===== config.mk =====
export PLATFORM = sky130hd
export DESIGN_NAME = system_integration_control
export DESIGN_NICKNAME = d
export VERILOG_FILES = /design/src/include/system_integration_pkg.sv /design/src/design/system_integration_control.sv
export SDC_FILE = /design/constraint.sdc
export NUM_CORES = 1
export LEC_CHECK = 0
export BUFFER_PORTS_ARGS = -buffer_cell sky130_fd_sc_hd__buf_2
export CAP_MARGIN = 20
export CORE_MARGIN = 3
export CORE_UTILIZATION = 45
export DETAILED_ROUTE_END_ITERATION = 7
export PLACE_DENSITY = 0.7
export SYNTH_ARGS = -nofsm -noshare
export SYNTH_HDL_FRONTEND = slang
export SYNTH_SLANG_ARGS = --single-unit

===== constraint.sdc =====
create_clock -name clock_i -period 3.4 [get_ports clock_i]
set_input_delay 0.68 -clock clock_i [delete_from_list [all_inputs] [get_ports clock_i]]
set_output_delay 0.68 -clock clock_i [all_outputs]
set_load 0.1 [all_outputs]

===== src/include/system_integration_pkg.sv =====
package system_integration_pkg;
   localparam int ADDR_W = 16;
   localparam int DATA_W = 8;
   localparam int SOURCES = 24;
   // Register addresses on the plain register port.
   localparam logic [15:0] ADDR_BREAK_STATUS = 16'hfe00;
   localparam logic [15:0] ADDR_RESET_CAUSE = 16'hfe01;
   localparam logic [15:0] ADDR_BREAK_FLAG_CTRL = 16'hfe03;
   localparam logic [15:0] ADDR_PENDING_TWO = 16'hfe04;
   localparam logic [15:0] ADDR_PENDING_THREE = 16'hfe05;
   localparam logic [15:0] ADDR_PENDING_FOUR = 16'hfe06;
   localparam logic [15:0] ADDR_CONFIG_ONE = 16'hfe07;
   // Field positions.
   localparam int BIT_EXITED_WAIT = 1;
   localparam int BIT_CLEAR_ENABLE = 0;
   localparam int BIT_SHORT_STOP = 0;
   localparam int BIT_WATCHDOG_DISABLE = 1;
   localparam int CAUSE_POWER_ON = 7;
   localparam int CAUSE_PIN = 6;
   localparam int CAUSE_WATCHDOG = 5;
   localparam int CAUSE_ILL_OPCODE = 4;
   localparam int CAUSE_ILL_ADDRESS = 3;
   localparam int CAUSE_MONITOR = 2;
   localparam int CAUSE_LOW_VOLTAGE = 1;
   // First source of each pending register and the width of the last.
   localparam int MID_BASE = 7;
   localparam int HIGH_BASE = 15;
   localparam int TOP_BASE = 23;
   localparam int TOP_WIDTH = 2;
   // Reset values.
   localparam logic [7:0] RESET_CAUSE_POR = 8'h80;
   localparam logic [7:0] ZERO_BYTE = 8'h00;
   // Recovery and reset timing in crystal clock cycles.
   localparam int STOP_LONG_CYCLES = 4096;
   localparam int STOP_SHORT_CYCLES = 32;
   localparam int PIN_SAMPLE_CYCLES = 32;
   localparam int RESET_DRIVE_CYCLES = 16;
   localparam int COUNT_W = 13;
   typedef enum logic [2:0] {
      ST_RUN = 3'b000,
      ST_WAIT = 3'b001,
      ST_STOP_HOLD = 3'b010,
      ST_STOP_RECOVER = 3'b011,
      ST_RESET_DRIVE = 3'b100,
      ST_RESET_SAMPLE = 3'b101
   } seq_state_e;
endpackage : system_integration_pkg


===== src/design/system_integration_control.sv =====
// The strobed register port was left to the implementer.
`timescale 1ns/1ps
module system_integration_control
   import system_integration_pkg::*;
#(
   parameter int STOP_LONG = STOP_LONG_CYCLES,
   parameter int STOP_SHORT = STOP_SHORT_CYCLES,
   parameter int PIN_SAMPLE = PIN_SAMPLE_CYCLES,
   parameter int RESET_DRIVE = RESET_DRIVE_CYCLES
) (
   input wire logic clock_i,
   input wire logic resetn_i,
   input wire logic [ADDR_W-1:0] addr_i,
   input wire logic [DATA_W-1:0] wdata_i,
   input wire logic write_i,
   input wire logic read_i,
   output logic [DATA_W-1:0] rdata_o,
   input wire logic [SOURCES:1] irq_request_i,
   input wire logic interrupt_mask_i,
   input wire logic break_request_i,
   input wire logic break_exit_i,
   input wire logic wait_exec_i,
   input wire logic stop_exec_i,
   input wire logic watchdog_reset_i,
   input wire logic illegal_opcode_reset_i,
   input wire logic illegal_address_reset_i,
   input wire logic monitor_reset_i,
   input wire logic low_voltage_reset_i,
   input wire logic reset_pin_i,
   output logic reset_pin_o,
   output logic reset_pin_oe_o,
   output logic cpu_reset_o,
   output logic vec_force_o,
   output logic mask_clear_o,
   output logic stack_start_o,
   output logic irq_take_o,
   output logic [4:0] irq_source_o,
   output logic cpu_clock_en_o,
   output logic system_clock_out_o,
   output logic crystal_clock_o,
   output logic flag_clear_allow_o,
   output logic in_break_o,
   output logic watchdog_disable_o
);

   // Sequencer state and its next value.
   seq_state_e state;
   seq_state_e next_state;
   // Shared counter for reset drive, pin sampling and stop recovery.
   logic [COUNT_W-1:0] count;
   logic [COUNT_W-1:0] next_count;
   // Registered copy of every source request.
   logic [SOURCES:1] pending;
   // Reset pin synchroniser and its filtered level.
   logic pin_s1;
   logic pin_s2;
   logic pin_s3;
   logic pin_level;
   // Software visible state.
   logic exited_wait;
   logic clear_enable;
   logic short_stop;
   logic [7:0] cause;
   logic in_break;
   // Decoded events of this cycle.
   logic any_internal_reset;
   logic pin_reset;
   logic irq_wake;
   logic [7:0] cause_set;
   logic [COUNT_W-1:0] stop_limit;
   logic first_hit;
   logic [4:0] first_src;

   // Cycle counts as counter-width constants.
   localparam logic [COUNT_W-1:0] LONG_LAST = COUNT_W'(STOP_LONG - 1);
   localparam logic [COUNT_W-1:0] SHORT_LAST = COUNT_W'(STOP_SHORT - 1);
   localparam logic [COUNT_W-1:0] SAMPLE_LAST = COUNT_W'(PIN_SAMPLE - 1);
   localparam logic [COUNT_W-1:0] DRIVE_LAST = COUNT_W'(RESET_DRIVE - 1);
   localparam logic [COUNT_W-1:0] COUNT_ZERO = '0;
   localparam logic [COUNT_W-1:0] COUNT_ONE = COUNT_W'(1);

   // The pin comes from outside, so it passes three flip-flops and a
   // change is only accepted once the last two stages agree.
   always_ff @(posedge clock_i) begin
      if (!resetn_i) begin
         pin_s1 <= 1'b1;
         pin_s2 <= 1'b1;
         pin_s3 <= 1'b1;
         pin_level <= 1'b1;
      end else begin
         pin_s1 <= reset_pin_i;
         pin_s2 <= pin_s1;
         pin_s3 <= pin_s2;
         if (pin_s2 == pin_s3) begin
            pin_level <= pin_s3;
         end
      end
   end

   // Pending flags follow the enabled requests with no software help.
   always_ff @(posedge clock_i) begin
      if (!resetn_i) begin
         pending <= '0;
      end else begin
         pending <= irq_request_i;
      end
   end

   // All internal reset sources share one level with no ranking.
   assign any_internal_reset = watchdog_reset_i | illegal_opcode_reset_i |
      illegal_address_reset_i | monitor_reset_i | low_voltage_reset_i;
   // An outside pull on the pin counts only while we are not driving it.
   assign pin_reset = !pin_level && (state != ST_RESET_DRIVE) &&
      (state != ST_RESET_SAMPLE);

   // Every cause raised this cycle gets its own bit.
   always_comb begin
      cause_set = ZERO_BYTE;
      cause_set[CAUSE_WATCHDOG] = watchdog_reset_i;
      cause_set[CAUSE_ILL_OPCODE] = illegal_opcode_reset_i;
      cause_set[CAUSE_ILL_ADDRESS] = illegal_address_reset_i;
      cause_set[CAUSE_MONITOR] = monitor_reset_i;
      cause_set[CAUSE_LOW_VOLTAGE] = low_voltage_reset_i;
      cause_set[CAUSE_PIN] = pin_reset;
      if ((state == ST_RESET_SAMPLE) && (count == SAMPLE_LAST) &&
          !pin_level) begin
         cause_set[CAUSE_PIN] = 1'b1;
      end
   end

   // Lowest numbered unmasked source wins; the software interrupt is
   // not a source here, so the mask never blocks it.
   always_comb begin
      first_hit = 1'b0;
      first_src = 5'h00;
      for (int i = SOURCES; i >= 1; i--) begin
         if (pending[i] && !interrupt_mask_i) begin
            first_hit = 1'b1;
            first_src = 5'(i);
         end
      end
   end

   // Any request wakes from low power; the mask is cleared on entry.
   assign irq_wake = |pending;
   // Recovery length chosen by the short recovery bit.
   assign stop_limit = short_stop ? SHORT_LAST : LONG_LAST;

   // Sequencer transitions. Resets win over everything else.
   always_comb begin
      next_state = state;
      next_count = count;
      if (any_internal_reset || pin_reset) begin
         next_state = ST_RESET_DRIVE;
         next_count = COUNT_ZERO;
      end else begin
         unique case (state)
            ST_RUN: begin
               next_count = COUNT_ZERO;
               if (stop_exec_i) begin
                  next_state = ST_STOP_HOLD;
               end else if (wait_exec_i) begin
                  next_state = ST_WAIT;
               end
            end
            ST_WAIT: begin
               if (break_request_i || irq_wake) begin
                  next_state = ST_RUN;
               end
            end
            ST_STOP_HOLD: begin
               next_count = COUNT_ZERO;
               if (irq_wake) begin
                  next_state = ST_STOP_RECOVER;
               end
            end
            ST_STOP_RECOVER: begin
               next_count = count + COUNT_ONE;
               if (count == stop_limit) begin
                  next_state = ST_RUN;
                  next_count = COUNT_ZERO;
               end
            end
            ST_RESET_DRIVE: begin
               next_count = count + COUNT_ONE;
               if (count == DRIVE_LAST) begin
                  next_state = ST_RESET_SAMPLE;
                  next_count = COUNT_ZERO;
               end
            end
            ST_RESET_SAMPLE: begin
               next_count = count + COUNT_ONE;
               if (count == SAMPLE_LAST) begin
                  next_state = ST_RUN;
                  next_count = COUNT_ZERO;
               end
            end
            default: begin
               next_state = ST_RUN;
               next_count = COUNT_ZERO;
            end
         endcase
      end
   end

   // State and counter registers.
   always_ff @(posedge clock_i) begin
      if (!resetn_i) begin
         state <= ST_RESET_DRIVE;
         count <= COUNT_ZERO;
      end else begin
         state <= next_state;
         count <= next_count;
      end
   end

   // Clock gating and reset outputs follow the next state, so each is a
   // plain flip-flop that lines up with the state register.
   always_ff @(posedge clock_i) begin
      if (!resetn_i) begin
         cpu_clock_en_o <= 1'b0;
         system_clock_out_o <= 1'b1;
         crystal_clock_o <= 1'b1;
         cpu_reset_o <= 1'b1;
         reset_pin_o <= 1'b0;
         reset_pin_oe_o <= 1'b1;
      end else begin
         // Wait stops only the CPU; stop halts both generator outputs.
         cpu_clock_en_o <= (next_state == ST_RUN);
         system_clock_out_o <= (next_state != ST_STOP_HOLD) &&
            (next_state != ST_STOP_RECOVER);
         crystal_clock_o <= (next_state != ST_STOP_HOLD);
         cpu_reset_o <= (next_state == ST_RESET_DRIVE) ||
            (next_state == ST_RESET_SAMPLE);
         reset_pin_o <= 1'b0;
         reset_pin_oe_o <= (next_state == ST_RESET_DRIVE);
      end
   end

   // One-cycle pulses toward the CPU.
   always_ff @(posedge clock_i) begin
      if (!resetn_i) begin
         mask_clear_o <= 1'b0;
         stack_start_o <= 1'b0;
         vec_force_o <= 1'b0;
      end else begin
         // Entering either low-power mode drops the global mask.
         mask_clear_o <= (state == ST_RUN) &&
            ((next_state == ST_WAIT) || (next_state == ST_STOP_HOLD));
         // Stacking starts the cycle after the wake decision, and after
         // stop only once the recovery count is done.
         stack_start_o <= (next_state == ST_RUN) && irq_wake &&
            ((state == ST_WAIT) || (state == ST_STOP_RECOVER));
         // A new break request forces the software interrupt vector.
         vec_force_o <= break_request_i && !in_break &&
            (next_state != ST_RESET_DRIVE);
      end
   end

   // Arbitration result; held off while any reset is in progress.
   always_ff @(posedge clock_i) begin
      if (!resetn_i) begin
         irq_take_o <= 1'b0;
         irq_source_o <= 5'h00;
      end else begin
         irq_take_o <= first_hit && (next_state == ST_RUN);
         irq_source_o <= first_src;
      end
   end

   // Break state lasts from the forced vector until the CPU leaves it.
   always_ff @(posedge clock_i) begin
      if (!resetn_i) begin
         in_break <= 1'b0;
      end else if (next_state == ST_RESET_DRIVE) begin
         in_break <= 1'b0;
      end else if (break_request_i) begin
         in_break <= 1'b1;
      end else if (break_exit_i) begin
         in_break <= 1'b0;
      end
   end

   // Peripherals may clear flags outside break, or in break when enabled.
   // Peripherals hold their own half-done two-step sequences while this
   // is low, so the second step after break still clears the flag; a
   // flag cleared while allowed is simply never set again here.
   always_ff @(posedge clock_i) begin
      if (!resetn_i) begin
         flag_clear_allow_o <= 1'b1;
         in_break_o <= 1'b0;
      end else begin
         flag_clear_allow_o <= !in_break || clear_enable;
         in_break_o <= in_break;
      end
   end

   // Break-exited-wait flag: set when break ends a wait, cleared by
   // writing zero. The set wins if both land in one cycle.
   always_ff @(posedge clock_i) begin
      if (!resetn_i) begin
         exited_wait <= 1'b0;
      end else if ((state == ST_WAIT) && break_request_i &&
                   !any_internal_reset && !pin_reset) begin
         exited_wait <= 1'b1;
      end else if (write_i && (addr_i == ADDR_BREAK_STATUS) &&
                   !wdata_i[BIT_EXITED_WAIT]) begin
         exited_wait <= 1'b0;
      end
   end

   // Break flag control and configuration registers.
   always_ff @(posedge clock_i) begin
      if (!resetn_i) begin
         clear_enable <= 1'b0;
         short_stop <= 1'b0;
         watchdog_disable_o <= 1'b0;
      end else if (write_i) begin
         if (addr_i == ADDR_BREAK_FLAG_CTRL) begin
            clear_enable <= wdata_i[BIT_CLEAR_ENABLE];
         end
         if (addr_i == ADDR_CONFIG_ONE) begin
            short_stop <= wdata_i[BIT_SHORT_STOP];
            watchdog_disable_o <= wdata_i[BIT_WATCHDOG_DISABLE];
         end
      end
   end

   // Reset cause register. Power-on leaves only its own bit; a read
   // clears everything, but a cause arriving that cycle still sticks.
   always_ff @(posedge clock_i) begin
      if (!resetn_i) begin
         cause <= RESET_CAUSE_POR;
      end else if (read_i && (addr_i == ADDR_RESET_CAUSE)) begin
         cause <= cause_set;
      end else begin
         cause <= cause | cause_set;
      end
   end

   // Read port: data stand in the cycle after the strobe only. The
   // pending registers have no write path at all.
   always_ff @(posedge clock_i) begin
      if (!resetn_i) begin
         rdata_o <= ZERO_BYTE;
      end else if (read_i) begin
         unique case (addr_i)
            ADDR_BREAK_STATUS: begin
               rdata_o <= ZERO_BYTE;
               rdata_o[BIT_EXITED_WAIT] <= exited_wait;
            end
            ADDR_RESET_CAUSE: begin
               rdata_o <= cause;
            end
            ADDR_BREAK_FLAG_CTRL: begin
               rdata_o <= ZERO_BYTE;
               rdata_o[BIT_CLEAR_ENABLE] <= clear_enable;
            end
            ADDR_PENDING_TWO: begin
               rdata_o <= pending[MID_BASE +: DATA_W];
            end
            ADDR_PENDING_THREE: begin
               rdata_o <= pending[HIGH_BASE +: DATA_W];
            end
            ADDR_PENDING_FOUR: begin
               rdata_o <= {6'h00, pending[TOP_BASE +: TOP_WIDTH]};
            end
            ADDR_CONFIG_ONE: begin
               rdata_o <= ZERO_BYTE;
               rdata_o[BIT_SHORT_STOP] <= short_stop;
               rdata_o[BIT_WATCHDOG_DISABLE] <= watchdog_disable_o;
            end
            default: begin
               rdata_o <= ZERO_BYTE;
            end
         endcase
      end else begin
         rdata_o <= ZERO_BYTE;
      end
   end

endmodule : system_integration_control


==> flow_metrics.py <==
metrics = {
    "power": {
        "leakage_nw": 1.65,
        "ir_worst_vdd_uv": 226,
        "swShare_pct": 26.3,
        "pwr-share-clk_pct": 35.6,
        "combPwrFrac_pct": 8.6,
        "p_switching_mw": 0.461,
        "p_per_area_mw_per_mm2": 429,
        "power_mw": 1.76,
        "internal_power_mw": 1.29,
        "pwr-share-seq_pct": 55.8,
    },
    "floorplanning": {
        "die_w_um": 93.4,
        "start_util_pct": 46.9,
        "ios": 89,
        "rows": 31,
        "die_y_um": 93.4,
        "die_area_mm2": 0.00873,
        "core-area_mm2": 0.00733,
    },
    "routing": {
        "dr.first_iter.drc_count": 189,
        "avgRoutedWirePerCell_um": 13.2,
        "drc": 0,
        "vias": 3005,
        "final_antenna_net_count": 0,
        "dr.pass1.iters": 4,
        "routed_wl_um": 7620,
        "vias_per_cell": 5.20,
    },
    "layout": {
        "final_nets": 538,
        "diodes": 0,
        "drive_above_1_share_pct": 25.1,
        "syn_to_final_growth_pct": 18.8,
        "final_cells": 578,
    },
    "placement": {
        "gp_congestion": 0.870,
        "dpl.hpwl_um": 5730,
        "portBuffers": 81,
        "dp_cells": 562,
    },
    "grt": {
        "grt_max_degree": 49,
        "track_usage_pct": 18.2,
        "grt_pass1_vias": 2784,
        "grt_antenna_before_repair": 0,
        "overflow": 0,
        "grt_pass1_wl_um": 12600,
    },
    "min_path": {
        "hp-start": "pin_s1",
        "worstHoldPathType": "reg -> reg",
        "hold_depth": 1,
    },
    "sta": {
        "min_period_ns": 2.51,
        "fin_tns_setup_ns": 0,
        "period_share_pct": 73.8,
        "final-setup-viol-count": 0,
        "slew_headroom_pct": 47.7,
        "fmax_mhz": 399,
        "timing.hold.ws_ns": 0.419,
        "rsz0062_at_grt": "no",
        "drv_slew": 0,
        "worst_slew_pin_slew_ns": 0.778,
        "clock_skew_ns": 0.00937,
        "finalHoldViolCount": 0,
    },
    "cts": {
        "numCtsBuffers": 9,
        "cts_resized": 0,
        "clk_latency_ns": 0.35,
        "cts_tree": "done",
        "htreeDepth": 3,
        "cts_setup_buffers": 0,
        "ctsLongestPathBuffers": 2,
        "cts_num_sinks": 80,
        "hold_buffers": 0,
        "cts.clk_slew.worst_paths_ns": 0.09,
        "cts_root_buf": "clkbuf_8",
    },
    "status": {
        "status": "finished clean",
    },
    "synthesis": {
        "async_reset_ff_share_pct": 0,
        "seq_area_frac_synth_pct": 46.5,
        "ys.flop_type": "dfxtp_1",
        "synth_edf_count": 0,
        "yosys_warnings": 0,
        "ys_seq_elements": 80,
        "netlist-cell-type-count": 69,
        "synthCells": 394,
        "syn_area_mm2": 0.00344,
        "synth_nets": 458,
        "syn_area_per_cell_um2": 8.73,
    },
    "worst_setup_path": {
        "rr_worst_depth": 7,
        "crit_required_ns": 3.66,
        "crit_family": "simple AND/OR/NAND/NOR gates",
        "crit_arrival_ns": 2.76,
        "crit_path_max_incr_delay_ns": 0.53,
        "worstSetupPathDepth": 7,
        "worstPathMaxFanout": 10,
        "cp-end-kind": "flip-flop",
        "critPathLaunch": "count[0]",
        "cp_cell_sequence": "ha_1 -> nand4_1 -> or4_4 -> a221oi_2 -> or2_1 -> o21ai_2 -> a21o_1",
        "path_class": "reg -> reg",
        "crit_slowest_cell": "or4_4",
        "crit_buf_inv": 0,
        "start_kind": "flip-flop",
        "timing.rr.start": "count[0]",
    },
    "run": {
        "drv_cap": 0,
    },
}
## cell usage after synthesis (all sizes together) (3+ instances only)
library cell / n / share of area [%]
or2: 3 / 0.55
a21oi: 28 / 4.1
nand2b: 9 / 1.6
and3: 3 / 0.58
clkbuf: 9 / 0.98
nand3: 10 / 1.6
a211oi: 3 / 0.65
nand3b: 3 / 0.65
a21boi: 3 / 0.65
mux2: 4 / 1.3
buf: 4 / 0.87
nor2: 45 / 4.9
nor4: 10 / 1.8
nand2: 33 / 3.6
nand4: 7 / 1.3
dfxtp: 80 / 47
o21a: 3 / 0.65
o21bai: 3 / 0.65
and2: 27 / 4.9
mux2i: 6 / 1.7
nor3: 14 / 2.0
inv: 18 / 2.0
nor2b: 8 / 1.5
nor3b: 3 / 0.65
o31ai: 3 / 0.65
o21ai: 15 / 2.4
## layout make-up
cell class	instances	area [um2]
fillers	694	3240
multi-input cells	282	1700
flip-flops and latches	80	1600
repair buffers	83	420
clock buffers	9	124
well taps	99	124
inverters	18	67.6
clock inverters	7	52.6
## state kept, by name, summed over array words and instances (netlist names), 3 cells and up
register	cells
count	13
pending	24
state	3
rdata_o	8
irq_source_o	5
cause	7
## per-stage QoR
stage | setup slack (ns) | instance area (um2) | utilization [%]
floorplan | 1.24 | 3440 | -
global placement | 0.923 | 3910 | 53.4
detailed placement | 0.920 | 3910 | 53.4
CTS | 0.911 | 4090 | 55.8
global route | 0.701 | 4090 | 55.8
finish | 0.892 | 4090 | 55.8
## routing by layer
metal	wire length [um]	part of all wire, %	track usage [%]	vias up
met5	0	0	0	-
met4	81	1.1	7.45	0
met3	533	7.0	4.02	5
met2	3670	48	30.4	93
met1	3340	44	22.6	1361
li1	-	-	-	1546
## worst reg2reg max path, cell delays in order (launching register included)
cell and delay (ns):
dfxtp_1 0.40, ha_1 0.26, nand4_1 0.14, or4_4 0.53, a221oi_2 0.42, or2_1 0.38, o21ai_2 0.10, a21o_1 0.18
## power groups by stage
stage	sequential [mW]	combinational [mW]	clock (mW)
2_1_floorplan	1.01	0.0802	0
3_3_place_gp	1.00	0.148	0
3_5_place_dp	1.00	0.150	0
4_1_cts	0.979	0.151	0.645
5_1_grt	0.983	0.168	0.687
6_report	0.980	0.150	0.625
## path summary, 6_finish.rpt
check             slack [ns]        end
setup / recovery        0.89  count[12]
hold / removal          0.42     pin_s2
setup reg to reg        0.89  count[12]
hold reg to reg         0.42     pin_s2
## cells by family after synthesis
family / count (synthesis) / synth area share [%]
flip-flops: 80 / 46.5
XOR/XNOR: 3 / 0.764
multiplexers: 11 / 3.71
AND/OR/NAND/NOR: 184 / 28.0
other: 1 / 0.109
buffers and inverters: 32 / 4.11
adder cells (fa/ha/maj): 1 / 0.364
AO/OA/AOI/OAI: 82 / 16.4
## cell usage in the layout (no fill, tap or decap), types with 10 or more instances in the layout
cell type   n
a21oi_1    28
and2_1     27
buf_2      81
dfxtp_1    80
inv_1      18
nand2_1    33
nor2_1     45
nor3_1     14
nor4_1     10
o21ai_0    12
Power figures use the tool's default switching activity.
